**src/logic/suef_defs.svh**
```systemverilog
// register offsets, field positions and reset values of the uart event flag block
`ifndef SUEF_DEFS_SVH
`define SUEF_DEFS_SVH

`define SUEF_OFS_EVENT      12'h000
`define SUEF_OFS_MASK       12'h004
`define SUEF_OFS_STATUS     12'h008
`define SUEF_OFS_CTRL       12'h00C

`define SUEF_BIT_RXB        0
`define SUEF_BIT_TXB        1
`define SUEF_BIT_BSY        2
`define SUEF_BIT_BRK        4
`define SUEF_BIT_BREAK_END_FLAG       6

`define SUEF_EV_IMPL        8'h57
`define SUEF_EV_RST         8'h00
`define SUEF_MASK_RST       8'h00
`define SUEF_CTRL_RST       32'h0000_0001

`define SUEF_ST_IN_BREAK    0
`define SUEF_ST_DISCARD     1
`define SUEF_ST_BUF_AVAIL   2
`define SUEF_CTRL_RX_EN     0

`endif

```
**src/logic/suef_pkg.sv**
```systemverilog
// types shared by the uart event flag block
package suef_pkg;

    // one character from the receive shifter, offered at mid last stop bit
    typedef struct packed {
        logic       valid;
        logic [7:0] data;
        logic       stop_bit;
        logic       last_in_buf;
    } suef_rx_char_t;

    // one write into the transmit fifo
    typedef struct packed {
        logic       wr;
        logic       last_in_buf;
    } suef_tx_wr_t;

    typedef enum logic [1:0] {
        SUEF_LINE_IDLE  = 2'b00,
        SUEF_LINE_BREAK = 2'b01
    } suef_line_t;

endpackage

```
**src/logic/suef_top.sv**
```systemverilog
// event flags, mask, interrupt and apb registers of a uart channel
`timescale 1ns/1ps
`include "suef_defs.svh"

// Function
// - set break-end flag only after one idle bit follows a break
// - set break-received flag once per break, on the first all-zeros character
// - no free buffer: discard character, set no-buffer flag at mid stop bit
// - store again as soon as software supplies an empty buffer
// - set transmit-done flag when last buffer character enters the transmit fifo
// - close receive buffer and set receive-done flag at mid last stop bit
// - event bits 7, 5 and 3 are reserved and never set
module suef_top
    import suef_pkg::*;
#(
    parameter int DATA_W = 8
) (
    // clock and reset
    input  wire logic                ref_clk_i,
    input  wire logic                rst_b_i,
    // apb slave
    input  wire logic                psel_i,
    input  wire logic                penable_i,
    input  wire logic                pwrite_i,
    input  wire logic [11:0]         paddr_i,
    input  wire logic [31:0]         pwdata_i,
    output logic      [31:0]         prdata_o,
    output logic                     pready_o,
    output logic                     pslverr_o,
    // receive side
    input  wire suef_rx_char_t       rx_char_i,
    input  wire logic                rx_idle_bit_i,
    input  wire logic                rx_buf_avail_i,
    output logic                     rx_store_o,
    output logic      [DATA_W-1:0]   rx_store_data_o,
    output logic                     rx_close_o,
    output logic                     rx_discard_o,
    // transmit side
    input  wire suef_tx_wr_t         tx_wr_i,
    // interrupt
    output logic                     irq_o
);

    logic [7:0]  event_q;
    logic [7:0]  event_d;
    logic [7:0]  ev_set;
    logic [7:0]  ev_clr;
    logic [7:0]  mask_q;
    logic [31:0] ctrl_q;
    suef_line_t  line_q;
    logic        discard_q;
    logic        rx_en;
    logic        rx_ok_char;
    logic        rx_brk_char;
    logic        wr_acc;
    logic        rd_setup;
    logic        addr_hit;
    logic [31:0] rd_val;

    // an all-zeros character: data clear and stop bit sampled low
    function automatic logic is_break(input suef_rx_char_t c);
        return c.valid && (c.data == '0) && !c.stop_bit;
    endfunction

    function automatic logic is_mapped(input logic [11:0] a);
        return (a == `SUEF_OFS_EVENT) || (a == `SUEF_OFS_MASK) ||
               (a == `SUEF_OFS_STATUS) || (a == `SUEF_OFS_CTRL);
    endfunction

    // an apb write access to one register
    function automatic logic wr_hit(input logic acc, input logic [11:0] addr,
                                    input logic [11:0] a);
        return acc && (addr == a);
    endfunction

    assign rx_en       = ctrl_q[`SUEF_CTRL_RX_EN];
    assign rx_brk_char = rx_en && is_break(rx_char_i);
    assign rx_ok_char  = rx_en && rx_char_i.valid && !is_break(rx_char_i);
    assign wr_acc      = psel_i && penable_i && pwrite_i;
    assign rd_setup    = psel_i && !penable_i && !pwrite_i;
    assign addr_hit    = is_mapped(paddr_i);

    // ---------------- break tracking ----------------
    always_ff @(posedge ref_clk_i) begin
        if (!rst_b_i) begin
            line_q <= SUEF_LINE_IDLE;
        end else begin
            unique case (line_q)
                SUEF_LINE_IDLE: begin
                    if (rx_brk_char) begin
                        line_q <= SUEF_LINE_BREAK;
                    end
                end
                SUEF_LINE_BREAK: begin
                    // an idle bit ends the break
                    if (rx_idle_bit_i) begin
                        line_q <= SUEF_LINE_IDLE;
                    end
                end
                default: begin
                    line_q <= SUEF_LINE_IDLE;
                end
            endcase
        end
    end

    // ---------------- receive storage ----------------
    always_ff @(posedge ref_clk_i) begin
        if (!rst_b_i) begin
            rx_store_o      <= 1'b0;
            rx_store_data_o <= '0;
            rx_close_o      <= 1'b0;
            rx_discard_o    <= 1'b0;
        end else begin
            rx_store_o   <= rx_ok_char && rx_buf_avail_i;
            rx_close_o   <= rx_ok_char && rx_buf_avail_i
                            && rx_char_i.last_in_buf;
            rx_discard_o <= rx_ok_char && !rx_buf_avail_i;
            if (rx_ok_char && rx_buf_avail_i) begin
                rx_store_data_o <= rx_char_i.data[DATA_W-1:0];
            end
        end
    end

    // discarding state, left as soon as a buffer is offered
    always_ff @(posedge ref_clk_i) begin
        if (!rst_b_i) begin
            discard_q <= 1'b0;
        end else if (rx_buf_avail_i) begin
            discard_q <= 1'b0;
        end else if (rx_ok_char) begin
            discard_q <= 1'b1;
        end
    end

    // ---------------- event flags ----------------
    always_comb begin
        ev_set = '0;
        // break-end only once an idle bit arrives after a break
        ev_set[`SUEF_BIT_BREAK_END_FLAG] = (line_q == SUEF_LINE_BREAK)
                                 && rx_idle_bit_i;
        // only the first all-zeros character of a break flags
        ev_set[`SUEF_BIT_BRK]  = rx_brk_char
                                 && (line_q == SUEF_LINE_IDLE);
        ev_set[`SUEF_BIT_BSY]  = rx_ok_char && !rx_buf_avail_i;
        ev_set[`SUEF_BIT_TXB]  = tx_wr_i.wr
                                 && tx_wr_i.last_in_buf;
        ev_set[`SUEF_BIT_RXB]  = rx_ok_char && rx_buf_avail_i
                                 && rx_char_i.last_in_buf;
    end

    always_comb begin
        ev_clr = '0;
        if (wr_hit(wr_acc, paddr_i, `SUEF_OFS_EVENT)) begin
            ev_clr = pwdata_i[7:0];
        end
    end

    // set wins over a clear in the same cycle; reserved bits stay zero
    assign event_d = ((event_q & ~ev_clr) | ev_set) & `SUEF_EV_IMPL;

    always_ff @(posedge ref_clk_i) begin
        if (!rst_b_i) begin
            event_q <= `SUEF_EV_RST;
        end else begin
            event_q <= event_d;
        end
    end

    // ---------------- control registers ----------------
    always_ff @(posedge ref_clk_i) begin
        if (!rst_b_i) begin
            mask_q <= `SUEF_MASK_RST;
        end else if (wr_hit(wr_acc, paddr_i, `SUEF_OFS_MASK)) begin
            mask_q <= pwdata_i[7:0] & `SUEF_EV_IMPL;
        end
    end

    always_ff @(posedge ref_clk_i) begin
        if (!rst_b_i) begin
            ctrl_q <= `SUEF_CTRL_RST;
        end else if (wr_hit(wr_acc, paddr_i, `SUEF_OFS_CTRL)) begin
            ctrl_q <= pwdata_i & `SUEF_CTRL_RST;
        end
    end

    // ---------------- interrupt ----------------
    always_ff @(posedge ref_clk_i) begin
        if (!rst_b_i) begin
            irq_o <= 1'b0;
        end else begin
            irq_o <= |(event_d & mask_q);
        end
    end

    // ---------------- apb read path ----------------
    always_comb begin
        rd_val = '0;
        unique case (paddr_i)
            `SUEF_OFS_EVENT:  rd_val[7:0] = event_q;
            `SUEF_OFS_MASK:   rd_val[7:0] = mask_q;
            `SUEF_OFS_STATUS: begin
                rd_val[`SUEF_ST_IN_BREAK]  = (line_q == SUEF_LINE_BREAK);
                rd_val[`SUEF_ST_DISCARD]   = discard_q;
                rd_val[`SUEF_ST_BUF_AVAIL] = rx_buf_avail_i;
            end
            `SUEF_OFS_CTRL:   rd_val = ctrl_q;
            default:          rd_val = '0;
        endcase
    end

    // read data captured in the setup cycle, valid through the access phase
    always_ff @(posedge ref_clk_i) begin
        if (!rst_b_i) begin
            prdata_o <= '0;
        end else if (rd_setup) begin
            prdata_o <= rd_val;
        end
    end

    assign pready_o  = psel_i && penable_i;
    assign pslverr_o = psel_i && penable_i && !addr_hit;

endmodule // suef_top

```
**config.mk**
```make
export PLATFORM = sky130hd
export DESIGN_NAME = suef_top
export DESIGN_NICKNAME = d
export VERILOG_FILES = /design/src/logic/suef_pkg.sv /design/src/logic/suef_top.sv
export VERILOG_INCLUDE_DIRS = /design/src /design/src/logic
export SDC_FILE = /design/constraint.sdc
export NUM_CORES = 1
export LEC_CHECK = 0
export ABC_CLOCK_PERIOD_IN_PS = 5500
export BUFFER_PORTS_ARGS = -buffer_cell sky130_fd_sc_hd__buf_4
export CORE_MARGIN = 5
export CORE_UTILIZATION = 44
export DETAILED_ROUTE_END_ITERATION = 8
export PLACE_DENSITY_LB_ADDON = 0.15
export SLEW_MARGIN = 20
export SYNTH_ARGS = -nofsm -noshare
export SYNTH_HDL_FRONTEND = slang
export SYNTH_SLANG_ARGS = --single-unit
```
**constraint.sdc**
```tcl
create_clock -name ref_clk_i -period 5.5 [get_ports ref_clk_i]
set_input_delay 0.825 -clock ref_clk_i [delete_from_list [all_inputs] [get_ports ref_clk_i]]
set_output_delay 0.825 -clock ref_clk_i [all_outputs]
set_load 0.02 [all_outputs]
```
==> flow_metrics.tcl, run 1 <==
set metrics [dict create \
    wl_per_cell_um 12.58 \
    clk_latency_ns 0.32 \
    hpwl_mm 2.815 \
    netlist_area_um2 1594 \
    antenna_found_initial 0 \
    timing.max_cap.violations 0 \
    cp.required_ns 4.68 \
    path_max_fanout 8 \
    layout.nets 299 \
    final_cell_mix "55 x buf_4, 30 x dfxtp_1, 27 x conb_1" \
    post-cts-setup-buffers 0 \
    cp-end-kind "output pin" \
    timing.reg2reg.setup_slack_ns 3.86 \
    die_h_um 70.19 \
    cts-resized-gates 0 \
    ys.warnings.count 0 \
    h-tree-depth 2 \
    setup_tns_ns 0 \
    worst_slew_margin_rel_pct 48.22 \
    total_power_uw 421.4 \
    cts_max_path_buffers 2 \
    crit_arrival_ns 2.17 \
    ant_nets 0 \
    crit_path_start_kind "input pin" \
    grt_start_max_net_pins 26 \
    ys_ff_latch 30 \
    grt_usage_pct 14.43 \
    path_clk_slew_ns 0.09 \
    slew_violations 0 \
    worstSetupEndpoint "pslverr_o" \
    hold_path_class "reg2reg" \
    yosysUniqueCellTypes 40 \
    finalSetupViolCount 0 \
    rows 21 \
    syn2layout_area_growth_pct 23.94 \
    vias 1324 \
    path_class "in2out" \
    reg2reg_depth 4 \
    synth.avg_cell_area_um2 8.905 \
    rr_endpoint "irq_o" \
    yosysSeqAreaShare_pct 37.68 \
    total_leakage_power_uw 0.0009019 \
    overflow 0 \
    diodes 0 \
    first_global_vias 1243 \
    fp.dieArea_um2 4927 \
    synth_edf_count 0 \
    min_period_over_period_pct 54.38 \
    synth_async_sr_flop_share_pct 0 \
    drc 0 \
    p_per_area_nw_per_um2 213.3 \
    rsz0062_at_grt "false" \
    status "complete, no violations" \
    start_util_pct 46.67 \
    cts_sinks 30 \
    worst_pin_slew_ns 0.7758 \
    port_buffers 55 \
    hold_viol 0 \
    drive_gt1_share_pct 29.79 \
    synth_flop_cell "dfxtp_1" \
    fillCellCount 351 \
    cts_tree "built" \
    fin_skew_ns 0.004252 \
    gp_congestion 0.7882 \
    cts_inserted_buffers 5 \
    rr_startpoint "ctrl_q[0]" \
    vias_per_cell 4.712 \
    core_area_um2 3416 \
    routed_wirelength_mm 3.536 \
    io_pins 110 \
    startpoint "paddr_i[5]" \
    final_common_cell "buf_4" \
    netlist_instances 179 \
    die_w_um 70.19 \
    post-route-min-period_ns 2.991 \
    root_buffer "clkbuf_4" \
    fmax_mhz 334.3 \
    drt_iter0_markers 47 \
    drt-pass1-iter-count 4 \
    peakVddDrop_v 0.0001316 \
    ctsHoldBuffers 0 \
    grt_pass1_wl_mm 5.692 \
]
area by class of cell:
class	instances	area (um^2)	area share [%]
multi-input combinational	137	837.1	42.37
sequential	30	600.6	30.40
timing repair buffer	55	412.9	20.90
tap	46	57.56	2.913
clock buffer	7	45.04	2.280
inverter	6	22.52	1.140
cell usage after synthesis, types with 2 or more instances:
| master | instances | area, um^2 |
|---|---|---|
| nand3_1 | 6 | 30.03 |
| o21ai_0 | 4 | 20.02 |
| or3b_2 | 2 | 17.52 |
| or4_1 | 2 | 15.01 |
| nor2_1 | 23 | 86.33 |
| or4_4 | 2 | 22.52 |
| dfxtp_1 | 30 | 600.6 |
| nand2b_1 | 2 | 12.51 |
| clkbuf_1 | 2 | 7.510 |
| a21oi_1 | 9 | 45.04 |
| a31oi_1 | 3 | 18.77 |
| nand2_1 | 16 | 60.06 |
| and2_1 | 2 | 12.51 |
| nor4_4 | 2 | 42.54 |
| nor3b_1 | 2 | 15.01 |
| buf_2 | 2 | 10.01 |
| buf_4 | 27 | 202.7 |
| inv_1 | 6 | 22.52 |
| mux2i_1 | 16 | 160.2 |
worst max-delay path, stage by stage:
cell	delay (ns)
buf_4	0.10
or4_4	0.57
nor4_4	0.42
nor2_1	0.07
buf_4	0.17
worst min path at each step:
stage                     start           to  slack [ns]  cells after the start
floorplan             discard_q    discard_q        0.42                      2
global placement      discard_q    discard_q        0.43                      2
detailed placement    discard_q    discard_q        0.43                      2
CTS                   discard_q    discard_q        0.45                      2
global route        prdata_o[2]  prdata_o[2]        0.49                      2
finish                discard_q    discard_q        0.45                      2
per-layer routing:
metal	share of wire (%)	global-route usage, %	vias to the layer above	wire, um
met2	42	21.72	69	1494
met5	0	0	-	0
met4	2.3	6.596	0	83
li1	-	-	668	-
met1	43	17.05	578	1506
met3	13	7.317	9	451
power by group:
part | total [uW] | internal, uW | switching [uW]
logic | 78.8 | 32.5 | 46.3
registers | 225 | 222 | 2.69
clock network | 117 | 48.1 | 69.4
total | 421 | 303 | 118
per-stage QoR:
stage | worst slack (ns) | utilization, % | hold slack (ns) | cells | area (um^2)
floorplan | 2.769 | - | 0.4228 | 205 | 1692
global placement | 2.513 | 56.52 | 0.4331 | 274 | 1931
detailed placement | 2.497 | 56.52 | 0.4340 | 274 | 1931
CTS | 2.495 | 57.84 | 0.4477 | 281 | 1976
global route | 2.370 | 57.84 | 0.4856 | 281 | 1976
finish | 2.509 | 57.84 | 0.4475 | 281 | 1976
flip-flops by register name, summed over array words and instances (netlist names):
| name | flops |
|---|---|
| line_q | 1 |
| rx_close_o | 1 |
| event_q | 5 |
| rx_store_o | 1 |
| rx_discard_o | 1 |
| irq_o | 1 |
| rx_store_data_o | 8 |
| ctrl_q | 1 |
| prdata_o | 5 |
| discard_q | 1 |
| mask_q | 5 |
logic make-up (layout without fill, tap and decap cells):
kind of cell	count (synthesis)	after routing	synth area share, %
AO/OA/AOI/OAI	25	25	10.68
flip-flops	30	30	37.68
buffers and inverters	38	68	15.93
AND/OR/NAND/NOR	67	67	23.31
other	1	27	0.2353
multiplexers	18	18	12.17
Note: power is estimated with default switching activity, not from simulation.
==> inputs of run 2 (changes only) <==
Settings changed: ABC_CLOCK_PERIOD_IN_PS 5500 to 2900, CORE_UTILIZATION 44 to 41.
Clock period 5.5 ns to 2.9 ns, I/O delays scaled along.
==> run 2 against run 1 <==
Utilization decreased by 3.2 points. Cell area increased by 2.9%. Register-to-register slack got worse by 2.5 ns. Final cell count increased by 1.4%. Total power increased by 120%. First-iteration DRC count increased by 87%. Flip-flop and latch count unchanged. Critical path depth increased by 1. Routed wire length increased by 1.9%. Hold slack got worse by 0.091 ns. Critical endpoint unchanged. Highest routed layer unchanged.
==> flow_metrics.tcl, run 2 (same netlist as run 1, synthesis figures left out) <==
set metrics [dict create \
    hold_viol 0 \
    post-cts-setup-buffers 0 \
    port_buffers 55 \
    max_flop_register "rx_store_data_o" \
    multi_input_area_um2 837.1 \
    crit_path_start_kind "input pin" \
    cts_tree "built" \
    total_power_uw 917.4 \
    whs_endpoint "ctrl_q[0]" \
    power.internal_uw 675.2 \
    slew_violations 0 \
    slowest_delay_ns 0.57 \
    wl_per_cell_um 12.64 \
    rsz0062_at_grt "false" \
    fillCellCount 371 \
    cts_sinks 30 \
    status "complete, no violations" \
    final_common_cell "buf_4" \
    gp_congestion 0.7260 \
    grt_pass1_wl_mm 5.720 \
    start_util_pct 42.90 \
    reg2reg_depth 4 \
    fin_skew_ns 0.004965 \
    startpoint "paddr_i[5]" \
    cp_num_buf_inv 3 \
    die_w_um 72.35 \
    vias_per_cell 4.719 \
    worst_pin_slew_ns 0.7923 \
    cpLargestDelayFamily "simple AND/OR/NAND/NOR gates" \
    finalSetupViolCount 0 \
    setup_tns_ns 0 \
    clockPowerShare_pct 37.0 \
    rr_endpoint "irq_o" \
    drc 0 \
    rows 22 \
    rr_startpoint "ctrl_q[0]" \
    final_cell_mix "56 x buf_4, 30 x dfxtp_1, 27 x conb_1" \
    seq_area_um2 600.6 \
    first_global_vias 1278 \
    stdcell_area_um2 2032 \
    cts_inserted_buffers 5 \
    fp.dieArea_um2 5235 \
    hpwl_mm 2.820 \
    comb_power_share_pct 16.3 \
    post-route-min-period_ns 2.176 \
    routed_wirelength_mm 3.603 \
    syn2layout_area_growth_pct 27.47 \
    timing.reg2reg.setup_slack_ns 1.33 \
    crit_arrival_ns 1.74 \
    largest_reg_flops 8 \
    grt_start_max_net_pins 26 \
    path_class "in2out" \
    crit_chain "buf_4, or4_4, nor4_4, buf_4, nor2_1, buf_4" \
    min_from "rst_b_i" \
    p_per_area_nw_per_um2 451.5 \
    cp_slowest_cell "or4_4" \
    cts_max_path_buffers 2 \
    ctsHoldBuffers 0 \
    io_pins 110 \
    drive_gt1_share_pct 30.80 \
    core_area_um2 3716 \
    diodes 0 \
    p_seq_share_pct 46.7 \
    grt_usage_pct 14.04 \
    root_buffer "clkbuf_8" \
    h-tree-depth 2 \
    utilization_pct 54.68 \
    timing.max_cap.violations 0 \
    layout.nets 300 \
    min_period_over_period_pct 75.03 \
    worst_slew_margin_rel_pct 47.12 \
    overflow 0 \
    total_leakage_power_uw 0.0009302 \
    die_h_um 72.35 \
    drt-pass1-iter-count 4 \
    hold_path_class "in2reg" \
    dpl_cell_area_um2 1941 \
    clk_latency_ns 0.27 \
    fmax_mhz 459.6 \
    peakVddDrop_v 0.0002873 \
    drt_iter0_markers 88 \
    cp.required_ns 2.47 \
    holdPathStages 2 \
    vias 1345 \
    cts-resized-gates 0 \
    cp-end-kind "output pin" \
    antenna_found_initial 0 \
    path_common_cell "buf_4" \
    path_max_fanout 7 \
    ant_nets 0 \
    switchingPower_uw 242.2 \
    path_clk_slew_ns 0.06 \
    p_sw_share_pct 26.40 \
]
-- run 2: cell count changes in the layout (fill, tap and decap cells not counted) --
cell / previous run / this run
clkinv_2: 0 / 1
clkbuf_1: 2 / 1
clkbuf_4: 5 / 0
buf_4: 55 / 56
clkbuf_8: 0 / 6
-- run 2: area by class of cell --
class                      instances  area share, %
sequential                        30          29.56
multi-input combinational        137          41.19
clock inverter                     1         0.2463
inverter                           6          1.108
tap                               48          2.956
clock buffer                       7          4.249
timing repair buffer              56          20.69
-- run 2: stage by stage --
stage	setup slack [ns]	cells	hold WS (ns)
floorplan	0.8806	205	0.4228
global placement	0.4946	277	0.4467
detailed placement	0.5135	277	0.4501
CTS	0.7211	285	0.3493
global route	0.6679	285	0.3604
finish	0.7241	285	0.3566
-- run 2: worst max path at each step --
stage                      to  slack (ns)  cells after the start
finish              pslverr_o        0.72                      6
global route        pslverr_o        0.67                      6
CTS                 pslverr_o        0.72                      6
detailed placement      irq_o        0.51                      6
global placement        irq_o        0.49                      6
floorplan           mask_q[0]        0.88                      6
-- run 2: power groups by stage --
stage	combinational [uW]	sequential, uW	clock, uW
after floorplan	104	445	0
after global placement	149	437	0
after detailed placement	150	437	0
after CTS	150	428	353
after global routing	163	429	379
final	150	428	340
-- run 2: per-layer routing --
metal	vias to the layer above	wire, um	global-route usage [%]
met4	0	59	5.637
li1	673	-	-
met2	61	1515	21.54
met5	-	0	0
met3	7	438	5.540
met1	604	1590	17.52
-- run 2: worst reg2reg max path, stage by stage, from the launching register on --
cell	delay [ns]
dfxtp_1	0.41
o311ai_4	0.17
nor2_2	0.49
a31oi_1	0.18
a41oi_1	0.24
